[src/rtl/dsr_pkg.sv]
//
// Purpose : constants for the device status register bank
// Assumes : 7-bit register addresses, 16-bit register images, 25 MHz clock
// Notes   : restart keep masks are applied to the register images
//
package dsr_pkg;

    ////////////////////////////////////////////////////////////////////////////////
    // register addresses
    localparam logic [6:0]  ADDR_THERMAL    = 7'h41;
    localparam logic [6:0]  ADDR_DEV_INFO   = 7'h42;
    localparam logic [6:0]  ADDR_LINK       = 7'h43;

    ////////////////////////////////////////////////////////////////////////////////
    // reset values and restart keep masks
    localparam logic [15:0] REG_RESET       = 16'h0000;
    localparam logic [15:0] THERM_KEEP      = 16'h000F;
    localparam logic [15:0] DEV_KEEP        = 16'h03DF;
    localparam logic [15:0] LINK_KEEP       = 16'h007F;

    ////////////////////////////////////////////////////////////////////////////////
    // field positions
    localparam int          THERM_PREWARN   = 0;
    localparam int          THERM_MOD_OT    = 1;
    localparam int          THERM_SEVERE    = 2;
    localparam int          THERM_SAFE      = 3;
    localparam int          DEV_RSV_LSB     = 10;
    localparam int          LINK_LSB        = 5;

    ////////////////////////////////////////////////////////////////////////////////
    // encodings
    localparam logic [1:0]  PRIOR_CLEARED   = 2'h0;
    localparam logic [1:0]  PRIOR_RESTART   = 2'h1;
    localparam logic [1:0]  PRIOR_SLEEP     = 2'h2;
    localparam logic [1:0]  LINK_NONE       = 2'h0;
    localparam logic [1:0]  LINK_XCVR_TSD   = 2'h1;
    localparam logic [1:0]  LINK_TXD_STUCK  = 2'h2;
    localparam logic [1:0]  LINK_BUS_STUCK  = 2'h3;
    localparam logic [1:0]  WD_SATURATED    = 2'h3;
    localparam logic [4:0]  SAFE_STREAK     = 5'h10;

    ////////////////////////////////////////////////////////////////////////////////
    // timing
    localparam int          TMR_W           = 31;
    localparam longint      CLK_HZ          = 64'h0000_0000_017D_7840;
    localparam longint      LONG_WAIT_S     = 64'h0000_0000_0000_0040;
    localparam longint      SHORT_WAIT_S    = 64'h0000_0000_0000_0001;
    localparam logic [TMR_W-1:0] LONG_WAIT_CYC  = TMR_W'(LONG_WAIT_S * CLK_HZ);
    localparam logic [TMR_W-1:0] SHORT_WAIT_CYC = TMR_W'(SHORT_WAIT_S * CLK_HZ);

    typedef enum logic {
        TMR_IDLE,
        TMR_WAIT
    } dsr_tmr_e;

endpackage : dsr_pkg

[src/rtl/dsr_wait_timer.sv]
//
// Purpose : severe overtemperature waiting timer, short or long length
// Assumes : start is a one-cycle pulse on the system clock
// Notes   : a new start while waiting reloads the count
//
`timescale 1ns/10ps
module dsr_wait_timer #(
    parameter logic [dsr_pkg::TMR_W-1:0] SHORT_CYC = dsr_pkg::SHORT_WAIT_CYC,
    parameter logic [dsr_pkg::TMR_W-1:0] LONG_CYC  = dsr_pkg::LONG_WAIT_CYC
) (
    // clock and reset
    input  wire logic clk,
    input  wire logic rst_n,
    input  wire logic ce,
    // control
    input  wire logic start,
    input  wire logic long_sel,
    // status
    output logic      busy
);
    import dsr_pkg::*;

    typedef struct packed {
        dsr_tmr_e          state;
        logic [TMR_W-1:0]  cnt;
    } dsr_tmr_s;

    dsr_tmr_s st;
    dsr_tmr_s next_st;

    ////////////////////////////////////////////////////////////////////////////////
    always_comb begin
        next_st = st;
        case (st.state)
            TMR_IDLE: begin
                next_st.cnt = '0;
            end
            TMR_WAIT: begin
                next_st.cnt = st.cnt - TMR_W'(1);
                if (st.cnt == TMR_W'(1)) begin
                    next_st.state = TMR_IDLE;
                end
            end
            default: begin
                next_st.state = TMR_IDLE;
            end
        endcase
        if (start) begin
            next_st.state = TMR_WAIT;
            next_st.cnt   = long_sel ? LONG_CYC : SHORT_CYC;
        end
    end

    always_ff @(posedge clk or negedge rst_n) begin
        if (!rst_n) begin
            st <= '{state: TMR_IDLE, cnt: '0};
        end else if (ce) begin
            st <= next_st;
        end
    end

    assign busy = (st.state == TMR_WAIT);

endmodule : dsr_wait_timer

[src/rtl/dsr_status_regs.sv]
//
// Purpose : thermal, device information and link fault status registers
// Assumes : event inputs come from logic on the system clock, one-cycle pulses
// Notes   : read data is answered one cycle after the access strobe
//
`timescale 1ns/10ps
// Summary of operation
// - seventeenth consecutive severe event: safe flag, 64s wait
// - severe overtemp sets bit 2, requests fail-safe
// - module overtemp sets bit 1, disables that module
// - thermal prewarning sets bit 0
// - thermal flags stay set after condition ends
// - thermal register cleared on reset, restart keeps 3:0
// - bits 9/8 show CRC enable and failure
// - CRC toggle sequence never sets CRC failure
// - prior-state codes 00/01/10, host clears actively
// - sleep attempt without cleared wakes reports sleep code
// - bit 4 shows development mode, else zero
// - watchdog failure counter saturates, device clears itself
// - invalid serial command sets bit 1
// - info register cleared on reset, restart keeps fields
// - link fault field encodes three fault kinds
// - link register cleared on reset, restart keeps 6:0
// - reserved info bits read zero, writes ignored
module dsr_status_regs #(
    parameter int                        N_MOD          = 3,
    parameter logic [dsr_pkg::TMR_W-1:0] LONG_WAIT_CYC  = dsr_pkg::LONG_WAIT_CYC,
    parameter logic [dsr_pkg::TMR_W-1:0] SHORT_WAIT_CYC = dsr_pkg::SHORT_WAIT_CYC
) (
    // clock, reset, enable
    input  wire logic             CLK_SYS,
    input  wire logic             RESETN,
    input  wire logic             CE,
    // reset kinds
    input  wire logic             SOFT_RST,
    input  wire logic             RESTART,
    // register access
    input  wire logic [6:0]       ADDR,
    input  wire logic             RD_REQ,
    input  wire logic             CLR_REQ,
    output logic      [15:0]      RDATA,
    output logic                  RVALID,
    output logic                  RD_NO_CRC,
    // thermal events
    input  wire logic             PREWARN_EV,
    input  wire logic [N_MOD-1:0] MOD_OT_EV,
    input  wire logic             SEVERE_OT_EV,
    input  wire logic             SEVERE_OT_CLEAR,
    // device events and levels
    input  wire logic             CRC_EN,
    input  wire logic             CRC_FAIL_EV,
    input  wire logic             CRC_SEQ,
    input  wire logic             DEV_MODE,
    input  wire logic             WDOG_FAIL_EV,
    input  wire logic             WD_CLR_EV,
    input  wire logic             SPI_CMD_ERR,
    input  wire logic             RESTART_FAIL_EV,
    input  wire logic             FAILSAFE_WAKE_EV,
    input  wire logic             SLEEP_EV,
    input  wire logic             SLEEP_TRY_EV,
    // link events
    input  wire logic             LINK_TSD_EV,
    input  wire logic             TXD_STUCK_EV,
    input  wire logic             BUS_STUCK_EV,
    // actions
    output logic                  FAILSAFE_REQ,
    output logic      [N_MOD-1:0] MOD_DISABLE,
    output logic                  SEVERE_WAIT
);
    import dsr_pkg::*;

    typedef struct packed {
        logic [3:0]       therm;
        logic             crc_fail;
        logic [1:0]       prior;
        logic [1:0]       wd_cnt;
        logic             spi_err;
        logic             failure;
        logic [1:0]       link;
        logic [4:0]       streak;
        logic [N_MOD-1:0] mod_dis;
        logic             failsafe_req;
        logic [15:0]      rdata;
        logic             rvalid;
        logic             rd_no_crc;
    } dsr_state_s;

    dsr_state_s       st;
    dsr_state_s       next_st;
    logic             rst_meta;
    logic             rst_n;
    logic [15:0]      therm_img;
    logic [15:0]      dev_img;
    logic [15:0]      link_img;
    logic             clr_therm;
    logic             clr_dev;
    logic             clr_link;
    logic [N_MOD-1:0] next_mod_dis;
    logic [4:0]       streak_inc;
    logic             wait_start;
    logic             wait_long;

    ////////////////////////////////////////////////////////////////////////////////
    // reset release through two flops
    always_ff @(posedge CLK_SYS or negedge RESETN) begin
        if (!RESETN) begin
            rst_meta <= 1'b0;
            rst_n    <= 1'b0;
        end else begin
            rst_meta <= 1'b1;
            rst_n    <= rst_meta;
        end
    end

    ////////////////////////////////////////////////////////////////////////////////
    // register images
    // reserved bits zero
    assign therm_img = {12'h000, st.therm};
    assign dev_img   = {6'h00, CRC_EN, st.crc_fail, st.prior, 1'b0, DEV_MODE,
                        st.wd_cnt, st.spi_err, st.failure};
    assign link_img  = {9'h000, st.link, 5'h00};

    assign clr_therm = CLR_REQ && (ADDR == ADDR_THERMAL);
    assign clr_dev   = CLR_REQ && (ADDR == ADDR_DEV_INFO);
    assign clr_link  = CLR_REQ && (ADDR == ADDR_LINK);

    assign streak_inc = (st.streak == 5'h1F) ? st.streak : st.streak + 5'h01;
    assign wait_start = SEVERE_OT_EV && !SOFT_RST;
    assign wait_long  = streak_inc > SAFE_STREAK;

    ////////////////////////////////////////////////////////////////////////////////
    // per-module disable, held until the thermal register is read-cleared
    for (genvar i = 0; i < N_MOD; i++) begin : g_mod
        assign next_mod_dis[i] = MOD_OT_EV[i] || (st.mod_dis[i] && !clr_therm);
    end

    ////////////////////////////////////////////////////////////////////////////////
    always_comb begin
        next_st              = st;
        next_st.failsafe_req = 1'b0;
        next_st.rvalid       = 1'b0;
        next_st.rd_no_crc    = 1'b0;
        next_st.mod_dis      = next_mod_dis;

        // read answer; image is taken before this cycle's clear
        if (RD_REQ || CLR_REQ) begin
            next_st.rvalid = 1'b1;
            case (ADDR)
                ADDR_THERMAL:  next_st.rdata = therm_img;
                ADDR_DEV_INFO: begin
                    next_st.rdata     = dev_img;
                    next_st.rd_no_crc = 1'b1;
                end
                ADDR_LINK:     next_st.rdata = link_img;
                default:       next_st.rdata = REG_RESET;
            endcase
        end

        if (clr_therm) begin
            next_st.therm = 4'h0;
        end
        // serial error only cleared by command
        if (clr_dev) begin
            next_st.crc_fail = 1'b0;
            next_st.prior    = PRIOR_CLEARED;
            next_st.spi_err  = 1'b0;
            next_st.failure  = 1'b0;
        end
        if (clr_link) begin
            next_st.link = LINK_NONE;
        end

        if (RESTART) begin
            next_st.therm = next_st.therm & THERM_KEEP[3:0];
            next_st.link  = next_st.link & LINK_KEEP[LINK_LSB+1:LINK_LSB];
            next_st.prior = next_st.prior & DEV_KEEP[7:6];
        end

        // flags only set here, never auto-cleared
        if (PREWARN_EV) begin
            next_st.therm[THERM_PREWARN] = 1'b1;
        end
        if (|MOD_OT_EV) begin
            next_st.therm[THERM_MOD_OT] = 1'b1;
        end
        if (SEVERE_OT_CLEAR) begin
            next_st.streak = 5'h00;
        end
        if (SEVERE_OT_EV) begin
            next_st.therm[THERM_SEVERE] = 1'b1;
            next_st.failsafe_req        = 1'b1;
            next_st.streak              = streak_inc;
            if (wait_long) begin
                next_st.therm[THERM_SAFE] = 1'b1;
            end
        end

        if (CRC_FAIL_EV && !CRC_SEQ) begin
            next_st.crc_fail = 1'b1;
        end
        if (WD_CLR_EV) begin
            next_st.wd_cnt = 2'h0;
        end else if (WDOG_FAIL_EV && st.wd_cnt != WD_SATURATED) begin
            next_st.wd_cnt = st.wd_cnt + 2'h1;
        end
        if (SPI_CMD_ERR) begin
            next_st.spi_err = 1'b1;
        end
        if (WDOG_FAIL_EV || SEVERE_OT_EV || RESTART_FAIL_EV) begin
            next_st.failure = 1'b1;
        end
        if (SLEEP_EV || SLEEP_TRY_EV) begin
            next_st.prior = PRIOR_SLEEP;
        end else if (RESTART_FAIL_EV || FAILSAFE_WAKE_EV) begin
            next_st.prior = PRIOR_RESTART;
        end

        // link fault encoding, highest code wins
        if (BUS_STUCK_EV) begin
            next_st.link = LINK_BUS_STUCK;
        end else if (TXD_STUCK_EV) begin
            next_st.link = LINK_TXD_STUCK;
        end else if (LINK_TSD_EV) begin
            next_st.link = LINK_XCVR_TSD;
        end

        if (SOFT_RST) begin
            next_st = '0;
        end
    end

    always_ff @(posedge CLK_SYS or negedge rst_n) begin
        if (!rst_n) begin
            st <= '0;
        end else if (CE) begin
            st <= next_st;
        end
    end

    ////////////////////////////////////////////////////////////////////////////////
    // severe wait timer; trades a 31-bit counter for a plain down-count
    dsr_wait_timer #(
        .SHORT_CYC (SHORT_WAIT_CYC),
        .LONG_CYC  (LONG_WAIT_CYC)
    ) u_wait (
        .clk      (CLK_SYS),
        .rst_n    (rst_n),
        .ce       (CE),
        .start    (wait_start),
        .long_sel (wait_long),
        .busy     (SEVERE_WAIT)
    );

    assign RDATA        = st.rdata;
    assign RVALID       = st.rvalid;
    assign RD_NO_CRC    = st.rd_no_crc;
    assign FAILSAFE_REQ = st.failsafe_req;
    assign MOD_DISABLE  = st.mod_dis;
endmodule : dsr_status_regs

[config.mk]
export PLATFORM = sky130hd
export DESIGN_NAME = dsr_status_regs
export DESIGN_NICKNAME = d
export VERILOG_FILES = /design/src/rtl/dsr_pkg.sv /design/src/rtl/dsr_wait_timer.sv /design/src/rtl/dsr_status_regs.sv
export SDC_FILE = /design/constraint.sdc
export NUM_CORES = 1
export LEC_CHECK = 0
export ABC_AREA = 0
export BUFFER_PORTS_ARGS = -buffer_cell sky130_fd_sc_hd__buf_2
export CAP_MARGIN = 20
export CORE_ASPECT_RATIO = 0.8
export CORE_MARGIN = 2
export CORE_UTILIZATION = 60
export DETAILED_ROUTE_END_ITERATION = 10
export PLACE_DENSITY = 0.81
export SLEW_MARGIN = 10
export SYNTH_ARGS = -nofsm -noshare
export SYNTH_HDL_FRONTEND = slang
export SYNTH_SLANG_ARGS = --single-unit
[constraint.sdc]
create_clock -name CLK_SYS -period 5.79 [get_ports CLK_SYS]
set_input_delay 0.579 -clock CLK_SYS [delete_from_list [all_inputs] [get_ports CLK_SYS]]
set_output_delay 0.579 -clock CLK_SYS [all_outputs]
set_load 0.01 [all_outputs]
==> results of run 1 <==
[area by class of cell]
| cell class | count | share of cell area, % |
|---|---|---|
| Inverter | 10 | 0.904 |
| Sequential cell | 68 | 41.0 |
| Tap cell | 81 | 2.44 |
| Multi-Input combinational cell | 289 | 43.2 |
| Clock inverter | 7 | 2.77 |
| Timing Repair Buffer | 53 | 6.69 |
| Clock buffer | 9 | 2.98 |
[state kept, by name, summed over array words and instances, names as in the netlist]
register	cells
RD_NO_CRC	1
RDATA	10
st	9
link_img	2
dev_img	7
u_wait.st	31
MOD_DISABLE	3
rst_meta	1
FAILSAFE_REQ	1
u_wait.busy	1
rst_n	1
RVALID	1
[per-layer routing]
metal | GRT usage (%) | routed length, µm
met5 | 0 | 0
met4 | 6.30 | 63
met3 | 6.01 | 556
met2 | 40.1 | 4020
met1 | 39.1 | 4160
[cells in the final DEF, fill, tap and decap left out, types with 4 or more instances in the layout]
cell       instances
a21oi_1           13
buf_2             49
ha_1               4
nand2_1           42
nor2_1            27
or3_1              9
or4_1              4
clkbuf_8           9
and3_1             5
nor4_1             7
nor2b_1            4
nand2b_1           5
a22o_1            15
o31ai_1            7
o2bb2ai_1          9
a22oi_1            5
inv_1              9
conb_1             7
o21ai_0           34
a32o_1             4
a21o_1             7
a31oi_1            4
nor3_1            19
nand3_1            7
dfrtp_1           67
[how the worst min path moves through the flow]
stage	from	endpoint	slack (ns)	depth (start not counted)
global route	rst_meta	rst_n	0.37	0
detailed placement	rst_meta	rst_n	0.34	0
finish	rst_n	RD_NO_CRC	0.35	0
global placement	rst_meta	rst_n	0.34	0
CTS	rst_meta	rst_n	0.36	0
floorplan	RESETN	rst_meta	0.28	0
[stage by stage]
stage / utilization (%) / cells / hold slack [ns] / cell area (µm²) / total power (W)
2_1_floorplan: - / 406 / 0.283 / 3770 / 0.000783
3_3_place_gp: 65.3 / 500 / 0.340 / 3900 / 0.000817
3_5_place_dp: 65.3 / 500 / 0.335 / 3900 / 0.000831
4_1_cts: 69.5 / 517 / 0.363 / 4150 / 0.00130
5_1_grt: 69.5 / 517 / 0.368 / 4150 / 0.00136
6_report: 69.5 / 517 / 0.351 / 4150 / 0.00129
[cell families (layout without fill, tap and decap cells)]
group / after synthesis / after routing / synth area share, %
other: 2 / 7 / 0.200
XOR/XNOR: 1 / 1 / 0.233
adder cells (fa/ha/maj): 4 / 4 / 1.33
buffers and inverters: 49 / 79 / 7.46
flip-flops: 68 / 68 / 45.3
AND/OR/NAND/NOR: 146 / 146 / 20.4
AO/OA/AOI/OAI: 126 / 126 / 23.7
multiplexers: 5 / 5 / 1.40
[worst register-to-register path: stages (launching register included)]
cell,delay (ns)
dfrtp_1,0.41
inv_1,0.10
ha_1,0.19
or3b_2,0.54
or3_1,0.56
nor3_2,0.26
o21ai_0,0.10
a221o_1,0.32
[power by group through the flow]
stage / Sequential [W] / Combinational, W / Clock (W)
6_report: 0.000593 / 0.000234 / 0.000467
5_1_grt: 0.000604 / 0.000262 / 0.000492
4_1_cts: 0.000592 / 0.000232 / 0.000473
3_5_place_dp: 0.000600 / 0.000231 / 0
3_3_place_gp: 0.000597 / 0.000220 / 0
2_1_floorplan: 0.000582 / 0.000200 / 0
[timing repair]
item / in CTS / in global routing
hold buffers: 1 / 0
endpoints found under the setup margin: 0 / 0
endpoints found under the hold margin: 2 / 0
==> summary.md, run 1 <==
| Metric | Value |
|---|---|
| Status | `completed` |
| Power per cell area | `312 nW/µm²` |
| Total track usage | `26.4%` |
| Area of the multi-input gates | `1790 µm²` |
| Number of synthesized register bits | `68` |
| TritonCTS buffer count | `9` |
| GPL Wtd Cong | `0.898` |
| MaxCap Viol Count | `0` |
| Post-synth top flop | `dfrtp_1` |
| Crit-path cells | `inv_1, ha_1, or3b_2, or3_1, nor3_2, o21ai_0, a221o_1` |
| Register Area | `1700 µm²` |
| Pre-antenna DRT Iters | `5` |
| Switch share | `29.8%` |
| Yosys warns | `0` |
| Share of layout cells above drive strength 1 | `18.3%` |
| Min cycle time layout | `2.59 ns` |
| Post-CTS setup repair buffer count | `0` |
| Synthesized instance count | `401` |
| Via count | `3264` |
| Worst path max stage delay | `0.56 ns` |
| WP data arrival | `2.82 ns` |
| CP startpoint kind | `register` |
| RSZ-0062 raised after global routing | `false` |
| Final setup viols | `0` |
| CP max stage cell | `or3_1` |
| Die H | `74.8 µm` |
| First-pass GRT wire length | `14.3 mm` |
| Grt ovf | `0` |
| Root buffer cell | `clkbuf_8` |
| Chip width | `92.4 µm` |
| CORE AREA | `5970 µm²` |
| Lkg Pwr | `1.88 nW` |
| VDD IR max | `182 µV` |
| Vias in the first global route | `2952` |
| Drt total wl | `8.80 mm` |
| Distinct cell type count after synthesis | `57` |
| # diodes | `0` |
| Initial antenna violation count | `0` |
| Top cell type's share of synthesized area | `45.3%` |
| Sequential share of the synthesized area | `45.3%` |
| Area delta synth->final | `10.5%` |
| Final Hold Fails | `0` |
| CP delay by family, top | `simple AND/OR/NAND/NOR gates` |
| Vias/cell | `6.31` |
| Mapped Avg Cell Area | `9.36 µm²` |
| Synth cell count leaders | `68 x dfrtp_1, 42 x nand2_1, 34 x o21ai_0, 27 x nor2_1` |
| WS Path Type | `register to register` |
| Reg2reg end | `u_wait.st[18]` |
| CTS-repair resized insts | `0` |
| # fillers | `464` |
| FF-to-FF setup slack | `3.20 ns` |
| # H-tree levels | `3` |
| Max frequency | `386 MHz` |
| Pin count of the biggest net entering global routing | `43` |
| Clock power share | `36.1%` |
| TNS Setup | `0 ns` |
| Worst Tran Pin Value | `0.912 ns` |
| Reg2reg path depth | `7` |
| Async SR Flop Fraction | `100%` |
| Hold crit path type | `register to asynchronous set/reset pin` |
| Clock insertion delay at the later pin of the skew report | `0.35 ns` |
| Yosys top cell by area | `dfrtp_1` |
| Seq pwr share | `45.8%` |
| IO Count | `57` |
| IO Port Bufs | `49` |
| DP Wirelength | `6.15 mm` |
| Initial Util | `62.8%` |
| 1st-iter DRT viols | `377` |
| CP Max Fanout | `10` |
| Pins Over Slew Limit | `0` |
| CTS tree | `yes` |
| Residual DRC | `0` |
| Period utilization | `44.7%` |
| Buf/Inv on CP | `1` |
| Critical Path Source | `u_wait.st[0]` |
| Most frequent cell after synthesis | `dfrtp_1` |
| Int Pwr | `0.000908 W` |
| Clk sinks | `68` |
| Critical path endpoint category | `register` |
| Comb power frac | `18.1%` |
| Pre-CTS WS | `2.97 ns` |
| Reg2Reg Launch Point | `u_wait.st[0]` |
| Post-synth EDFFs | `0` |
| Worst setup endpoint | `u_wait.st[18]` |
| Relative slew slack | `38.9%` |
| Clock Path Buffers | `2` |
| Top cells by area, synth | `dfrtp_1 45%, o21ai_0 4.5%, nand2_1 4.2%, buf_4 3.8%, a22o_1 3.5%` |
| Antenna viol nets, final | `0` |
| Setup ws final | `3.20 ns` |
| Critical Path RT | `6.02 ns` |
| Reg clk slew, reported paths | `0.08 ns` |
| # rows | `25` |
| NetSw | `0.000386 W` |
| DIE AREA | `6910 µm²` |
| CP Depth | `7` |
| Post-synthesis cell area | `3750 µm²` |
| Drt wl/cell | `17.0 µm` |
| Clk_skew | `0.00985 ns` |
| Nets | `469` |
No activity file was read; power rests on OpenSTA's default activity.
==> inputs of run 2 (changes only) <==
--- a/config.mk
+++ b/config.mk
@@ -10,9 +10,9 @@
 export CAP_MARGIN = 20
 export CORE_ASPECT_RATIO = 0.8
 export CORE_MARGIN = 2
-export CORE_UTILIZATION = 60
+export CORE_UTILIZATION = 57
 export DETAILED_ROUTE_END_ITERATION = 10
-export PLACE_DENSITY = 0.81
+export PLACE_DENSITY = 0.78
 export SLEW_MARGIN = 10
 export SYNTH_ARGS = -nofsm -noshare
 export SYNTH_HDL_FRONTEND = slang
==> constraint.sdc (replaced) <==
create_clock -name CLK_SYS -period 2.6 [get_ports CLK_SYS]
set_input_delay 0.26 -clock CLK_SYS [delete_from_list [all_inputs] [get_ports CLK_SYS]]
set_output_delay 0.26 -clock CLK_SYS [all_outputs]
set_load 0.01 [all_outputs]
==> run 2 against run 1 <==
Compared with the run above: register-to-register slack worse by 3.1 ns; setup slack worse by 3.1 ns; critical path depth stayed put; cell count is 2.9% higher; clock skew is 0.0014 ns higher; cell area is 1.7% higher; worst hold slack worse by 0.25 ns; largest power group unchanged; utilization is 3.3 points lower; count of clock-buffer cells in the layout is 2 higher; highest routed layer unchanged; clock power is 110% higher; critical path type unchanged; die area is 5.0% higher; combinational power is 140% higher.
==> summary.md, run 2 (same netlist as run 1, synthesis figures left out) <==
| Metric | Value |
|---|---|
| Share of layout cells above drive strength 1 | `20.3% (was 18.3%)` |
| IO Count | `57 (unchanged)` |
| Initial antenna violation count | `0 (unchanged)` |
| Power per cell area | `677 nW/µm² (was 312 nW/µm²)` |
| # H-tree levels | `3 (unchanged)` |
| Worst path max stage delay | `0.53 ns (was 0.56 ns)` |
| Drt wl/cell | `17.3 µm (was 17.0 µm)` |
| Die H | `76.6 µm (was 74.8 µm)` |
| FF-to-FF setup slack | `0.12 ns (was 3.20 ns)` |
| CP startpoint kind | `register (unchanged)` |
| CORE AREA | `6380 µm² (was 5970 µm²)` |
| Lkg Pwr | `1.94 nW (was 1.88 nW)` |
| Via count | `3293 (was 3264)` |
| WS Path Type | `register to register (unchanged)` |
| VDD IR max | `378 µV (was 182 µV)` |
| Hold-fix buffers, CTS | `1 (unchanged)` |
| Period utilization | `95.5% (was 44.7%)` |
| 1st-iter DRT viols | `306 (was 377)` |
| Critical path endpoint category | `register (unchanged)` |
| TNS Setup | `0 ns (unchanged)` |
| Total track usage | `27.1% (was 26.4%)` |
| Min cycle time layout | `2.48 ns (was 2.59 ns)` |
| GPL Wtd Cong | `0.851 (was 0.898)` |
| Status | `completed (unchanged)` |
| Root buffer cell | `clkbuf_8 (unchanged)` |
| Final setup viols | `0 (unchanged)` |
| DP Wirelength | `6.51 mm (was 6.15 mm)` |
| Clk_skew | `0.0113 ns (was 0.00985 ns)` |
| Pre-antenna DRT Iters | `4 (was 5)` |
| TritonCTS buffer count | `9 (unchanged)` |
| Drt total wl | `9.19 mm (was 8.80 mm)` |
| Vias in the first global route | `3080 (was 2952)` |
| Relative slew slack | `47.6% (was 38.9%)` |
| IO Port Bufs | `49 (unchanged)` |
| Pin count of the biggest net entering global routing | `42 (was 43)` |
| Hold crit path type | `input pin to register (was register to asynchronous set/reset pin)` |
| DIE AREA | `7260 µm² (was 6910 µm²)` |
| Largest reg by FF count | `u_wait.st (unchanged)` |
| Most common cell after layout, fill and taps aside | `dfrtp_1 (unchanged)` |
| Initial Util | `58.9% (was 62.8%)` |
| CP Max Fanout | `10 (unchanged)` |
| First-pass GRT wire length | `15.4 mm (was 14.3 mm)` |
| Worst Tran Pin Value | `0.786 ns (was 0.912 ns)` |
| Critical Path RT | `2.83 ns (was 6.02 ns)` |
| Clock insertion delay at the later pin of the skew report | `0.35 ns (about the same)` |
| Vias/cell | `6.19 (was 6.31)` |
| Post-CTS setup repair buffer count | `0 (unchanged)` |
| Final Core Density | `66.2% (was 69.5%)` |
| CTS tree | `yes (unchanged)` |
| Final Hold Fails | `0 (unchanged)` |
| Grt ovf | `0 (unchanged)` |
| Clock Path Buffers | `2 (unchanged)` |
| # rows | `26 (was 25)` |
| RSZ-0062 raised after global routing | `false (unchanged)` |
| Clk sinks | `68 (unchanged)` |
| WP data arrival | `2.71 ns (was 2.82 ns)` |
| Pins Over Slew Limit | `0 (unchanged)` |
| Nets | `481 (was 469)` |
| CP delay by family, top | `simple AND/OR/NAND/NOR gates (unchanged)` |
| Max reg flops | `31 (unchanged)` |
| MaxCap Viol Count | `0 (unchanged)` |
| # diodes | `0 (unchanged)` |
| Antenna viol nets, final | `0 (unchanged)` |
| # fillers | `525 (was 464)` |
| Reg clk slew, reported paths | `0.07 ns (was 0.08 ns)` |
| Crit-path cells | `inv_1, ha_1, or3b_2, or3_1, nor3_2, o21ai_0, a221o_1 (unchanged)` |
| CTS-repair resized insts | `0 (unchanged)` |
| Chip width | `94.7 µm (was 92.4 µm)` |
| Commonest cells after routing, fill and taps aside | `67 x dfrtp_1, 49 x buf_2, 42 x nand2_1, 34 x o21ai_0, 27 x nor2_1 (unchanged)` |
| Max frequency | `403 MHz (was 386 MHz)` |
| Residual DRC | `0 (unchanged)` |
| Buf/Inv on CP | `1 (unchanged)` |
| Area delta synth->final | `12.4% (was 10.5%)` |
| CP max stage cell | `or3_1 (unchanged)` |
-- run 2: changes by cell type in the layout (fill, tap and decap cells not counted) --
| cell | change |
|---|---|
| clkinv_2 | +1 |
| bufinv_16 | -1 |
| clkbuf_8 | +1 |
| clkinvlp_4 | -2 |
| clkbuf_1 | +1 |
| buf_4 | +12 |
-- run 2: worst paths after layout --
kind | endpoint | startpoint | cells past startpoint
worst min register to register | u_wait.st[24] | rst_n | 0
min in group asynchronous | rst_meta | RESETN | 2
worst min-delay path | dev_img[6] | SLEEP_TRY_EV | 2
max in group asynchronous | u_wait.st[22] | rst_n | 1
worst max register to register | u_wait.st[18] | u_wait.st[0] | 7
worst max-delay path | u_wait.st[18] | u_wait.st[0] | 7
-- run 2: final cells by class --
type                    instances  area [µm²]  share of cell area, %
clock buffers                  11         141                   3.35
clock inverters                 5        75.1                   1.78
inverters                      10        37.5                  0.889
multi-input cells             289        1790                   42.4
flip-flops and latches         68        1700                   40.3
well taps                      84         105                   2.49
repair buffers                 65         368                   8.71
-- run 2: metrics by stage --
stage | setup WS, ns | total power [W] | hold WS [ns] | area [µm²] | std cells
after floorplan | 0.268 | 0.00174 | -0.0356 | 3770 | 406
final | 0.118 | 0.00286 | 0.102 | 4220 | 532
after detailed placement | 0.148 | 0.00189 | 0.0461 | 4000 | 515
after global routing | 0.000372 | 0.00300 | 0.114 | 4220 | 532
after global placement | 0.217 | 0.00187 | 0.0441 | 3990 | 514
after CTS | 0.123 | 0.00286 | 0.0968 | 4220 | 532
-- run 2: worst reg2reg max path, cell delays in order, from the launching register on --
cell and delay (ns):
dfrtp_1 0.40, inv_1 0.12, ha_1 0.20, or3b_2 0.46
or3_1 0.53, nor3_2 0.25, o21ai_0 0.11, a221o_1 0.31
-- run 2: per-layer routing --
layer / vias up / GRT usage [%] / wire [µm]
li1: 1560 / - / -
met1: 1614 / 40.8 / 4280
met2: 104 / 38.9 / 4260
met3: 15 / 6.92 / 526
met4: 0 / 7.10 / 124
met5: - / 0 / 0
-- run 2: where the power goes --
group	total [W]	leakage [nW]	internal [W]	switching, W
Clock	0.000969	0.113	0.000562	0.000407
Sequential	0.00132	0.861	0.00118	0.000141
Combinational	0.000569	0.967	0.000246	0.000322
==> inputs of run 3 (changes only) <==
--- a/config.mk
+++ b/config.mk
@@ -13,6 +13,7 @@
 export CORE_UTILIZATION = 57
 export DETAILED_ROUTE_END_ITERATION = 10
 export PLACE_DENSITY = 0.78
+export SETUP_SLACK_MARGIN = 0.05
 export SLEW_MARGIN = 10
 export SYNTH_ARGS = -nofsm -noshare
 export SYNTH_HDL_FRONTEND = slang
==> constraint.sdc (replaced) <==
create_clock -name CLK_SYS -period 2.6 [get_ports CLK_SYS]
set_input_delay 0.39 -clock CLK_SYS [delete_from_list [all_inputs] [get_ports CLK_SYS]]
set_output_delay 0.39 -clock CLK_SYS [all_outputs]
set_load 0.01 [all_outputs]
==> run 3 against run 2 <==
Compared with the run above: sequential share of layout area fell by 0.44 points; wire length fell by 2.7%; critical path depth fell by 2; via count rose by 0.30%; clock skew rose by 0.0033 ns; largest power group unchanged.
==> summary.md, run 3 (same netlist as run 1, synthesis figures left out) <==
| Metric | Value |
|---|---|
| First-pass GRT wire length | `15.0 mm (was 15.4 mm)` |
| Max frequency | `426 MHz (was 403 MHz)` |
| FF-to-FF setup slack | `0.25 ns (was 0.12 ns)` |
| # fillers | `516 (was 525)` |
| Worst path max stage delay | `0.56 ns (was 0.53 ns)` |
| Root buffer cell | `clkbuf_8 (unchanged)` |
| Initial Util | `58.9% (unchanged)` |
| Area delta synth->final | `13.7% (was 12.4%)` |
| Pin count of the biggest net entering global routing | `59 (was 42)` |
| Initial antenna violation count | `0 (unchanged)` |
| TNS Setup | `0 ns (unchanged)` |
| Worst Tran Pin Value | `0.734 ns (was 0.786 ns)` |
| CP Max Fanout | `9 (was 10)` |
| CTS tree | `yes (unchanged)` |
| Reg2Reg Launch Point | `u_wait.st[10] (was u_wait.st[0])` |
| Pre-antenna DRT Iters | `5 (was 4)` |
| TritonCTS buffer count | `9 (unchanged)` |
| Final setup viols | `0 (unchanged)` |
| Routed length on met1 | `4.09 mm (was 4.28 mm)` |
| # H-tree levels | `3 (unchanged)` |
| Reg2reg path depth | `5 (was 7)` |
| # diodes | `0 (unchanged)` |
| CORE AREA | `6380 µm² (unchanged)` |
| Clk sinks | `68 (unchanged)` |
| Min Hold Slack | `0.107 ns (was 0.102 ns)` |
| Critical path endpoint category | `register (unchanged)` |
| Residual DRC | `0 (unchanged)` |
| Power per cell area | `715 nW/µm² (was 677 nW/µm²)` |
| # rows | `26 (unchanged)` |
| Max reg flops | `31 (unchanged)` |
| Clock Path Buffers | `2 (unchanged)` |
| CP startpoint kind | `register (unchanged)` |
| Register Area | `1700 µm² (unchanged)` |
| Vias in the first global route | `3028 (was 3080)` |
| DP Wirelength | `6.24 mm (was 6.51 mm)` |
| Hold crit path type | `register to asynchronous set/reset pin (was input pin to register)` |
| Most used cell, CP | `o311ai_1` |
| WP data arrival | `2.56 ns (was 2.71 ns)` |
| Chip width | `94.7 µm (unchanged)` |
| Clock insertion delay at the later pin of the skew report | `0.36 ns (was 0.35 ns)` |
| VDD IR max | `485 µV (was 378 µV)` |
| RSZ-0062 raised after global routing | `false (unchanged)` |
| IO Port Bufs | `49 (unchanged)` |
| Via count | `3303 (was 3293)` |
| Share of layout cells above drive strength 1 | `20.4% (was 20.3%)` |
| Reg clk slew, reported paths | `0.08 ns (was 0.07 ns)` |
| Commonest cells after routing, fill and taps aside | `67 x dfrtp_1, 49 x buf_2, 42 x nand2_1, 34 x o21ai_0, 27 x nor2_1 (unchanged)` |
| Die H | `76.6 µm (unchanged)` |
| GPL Wtd Cong | `0.891 (was 0.851)` |
| Status | `completed (unchanged)` |
| Clk_skew | `0.0145 ns (was 0.0113 ns)` |
| Crit-path cells | `or4_1, or3_1, nand2b_1, o311ai_1, o311ai_1 (was inv_1, ha_1, or3b_2, or3_1, nor3_2, o21ai_0, a221o_1)` |
| Met2 WL | `4.11 mm (was 4.26 mm)` |
| Pins Over Slew Limit | `0 (unchanged)` |
| WS Path Type | `register to register (unchanged)` |
| Period utilization | `90.3% (was 95.5%)` |
| Nets | `480 (was 481)` |
| Top Metal Used | `met4 (unchanged)` |
| Reg2reg end | `u_wait.st[21] (was u_wait.st[18])` |
| Relative slew slack | `51.1% (was 47.6%)` |
| Area of the multi-input gates | `1800 µm² (was 1790 µm²)` |
| MaxCap Viol Count | `0 (unchanged)` |
| 1st-iter DRT viols | `328 (was 306)` |
| Critical Path RT | `2.81 ns (was 2.83 ns)` |
| Grt ovf | `0 (unchanged)` |
| Total track usage | `26.4% (was 27.1%)` |
| Min cycle time layout | `2.35 ns (was 2.48 ns)` |
| Vias/cell | `6.22 (was 6.19)` |
| Met3 wire len | `689 µm (was 526 µm)` |
| Drt wl/cell | `16.9 µm (was 17.3 µm)` |
| Drt total wl | `8.95 mm (was 9.19 mm)` |
| Antenna viol nets, final | `0 (unchanged)` |
| DIE AREA | `7260 µm² (unchanged)` |
| CP max stage cell | `or4_1 (was or3_1)` |
| Lkg Pwr | `1.96 nW (was 1.94 nW)` |
| Final Hold Fails | `0 (unchanged)` |
| Most common cell after layout, fill and taps aside | `dfrtp_1 (unchanged)` |
| Largest reg by FF count | `u_wait.st (unchanged)` |
| IO Count | `57 (unchanged)` |
[run 3: cell types whose count changed in the layout (fill, tap and decap cells not counted), sizes merged]
cell / change
clkinv: -1
bufinv: +2
buf: -1
clkbuf: -1
[run 3: how the worst max path moves through the flow]
| stage | end | from | cells after the start | slack (ns) |
|---|---|---|---|---|
| detailed placement | u_wait.st[18] | u_wait.st[0] | 7 | 0.17 |
| global placement | u_wait.st[18] | u_wait.st[0] | 7 | 0.21 |
| finish | u_wait.st[21] | u_wait.st[10] | 5 | 0.25 |
| floorplan | u_wait.st[18] | u_wait.st[0] | 9 | 0.27 |
| global route | u_wait.st[18] | u_wait.st[1] | 7 | 0.15 |
| CTS | u_wait.st[18] | u_wait.st[0] | 7 | 0.13 |
[run 3: final cells by class]
cell class | count | share of cell area [%]
clock inverters | 6 | 3.22
well taps | 84 | 2.46
multi-input cells | 289 | 42.1
clock buffers | 10 | 2.99
repair buffers | 64 | 8.44
inverters | 10 | 0.880
flip-flops and latches | 68 | 39.9
[run 3: repair_timing]
action                     in CTS  in global routing
hold buffers                    1                  0
resized for setup               0                  1
setup buffers                   0                  0
setup endpoints to repair       0                  1
hold endpoints to repair        2                  0
[run 3: per-layer routing]
metal / global-route usage [%] / up-vias
li1: - / 1553
met1: 38.9 / 1603
met2: 37.9 / 140
met3: 8.90 / 7
met4: 5.94 / 0
met5: 0 / -
[run 3: stage by stage]
step / worst slack [ns] / instance area, µm² / std cells / util, % / power [W]
floorplan: 0.268 / 3770 / 406 / - / 0.00174
global placement: 0.209 / 3980 / 513 / 62.4 / 0.00187
detailed placement: 0.166 / 3990 / 514 / 62.5 / 0.00189
CTS: 0.133 / 4260 / 531 / 66.9 / 0.00305
global route: 0.146 / 4270 / 531 / 66.9 / 0.00321
finish: 0.253 / 4270 / 531 / 66.9 / 0.00305
[run 3: critical path, delay by kind of cell, from the launching register on]
family | cells | cell delay [ns]
flip-flops | 1 | 0.40
AND/OR/NAND/NOR | 3 | 1.40
AO/OA/AOI/OAI | 2 | 0.40
[run 3: power by group]
part | internal, W | switching [W]
Combinational | 0.000248 | 0.000334
Clock | 0.000738 | 0.000414
Sequential | 0.00118 | 0.000139
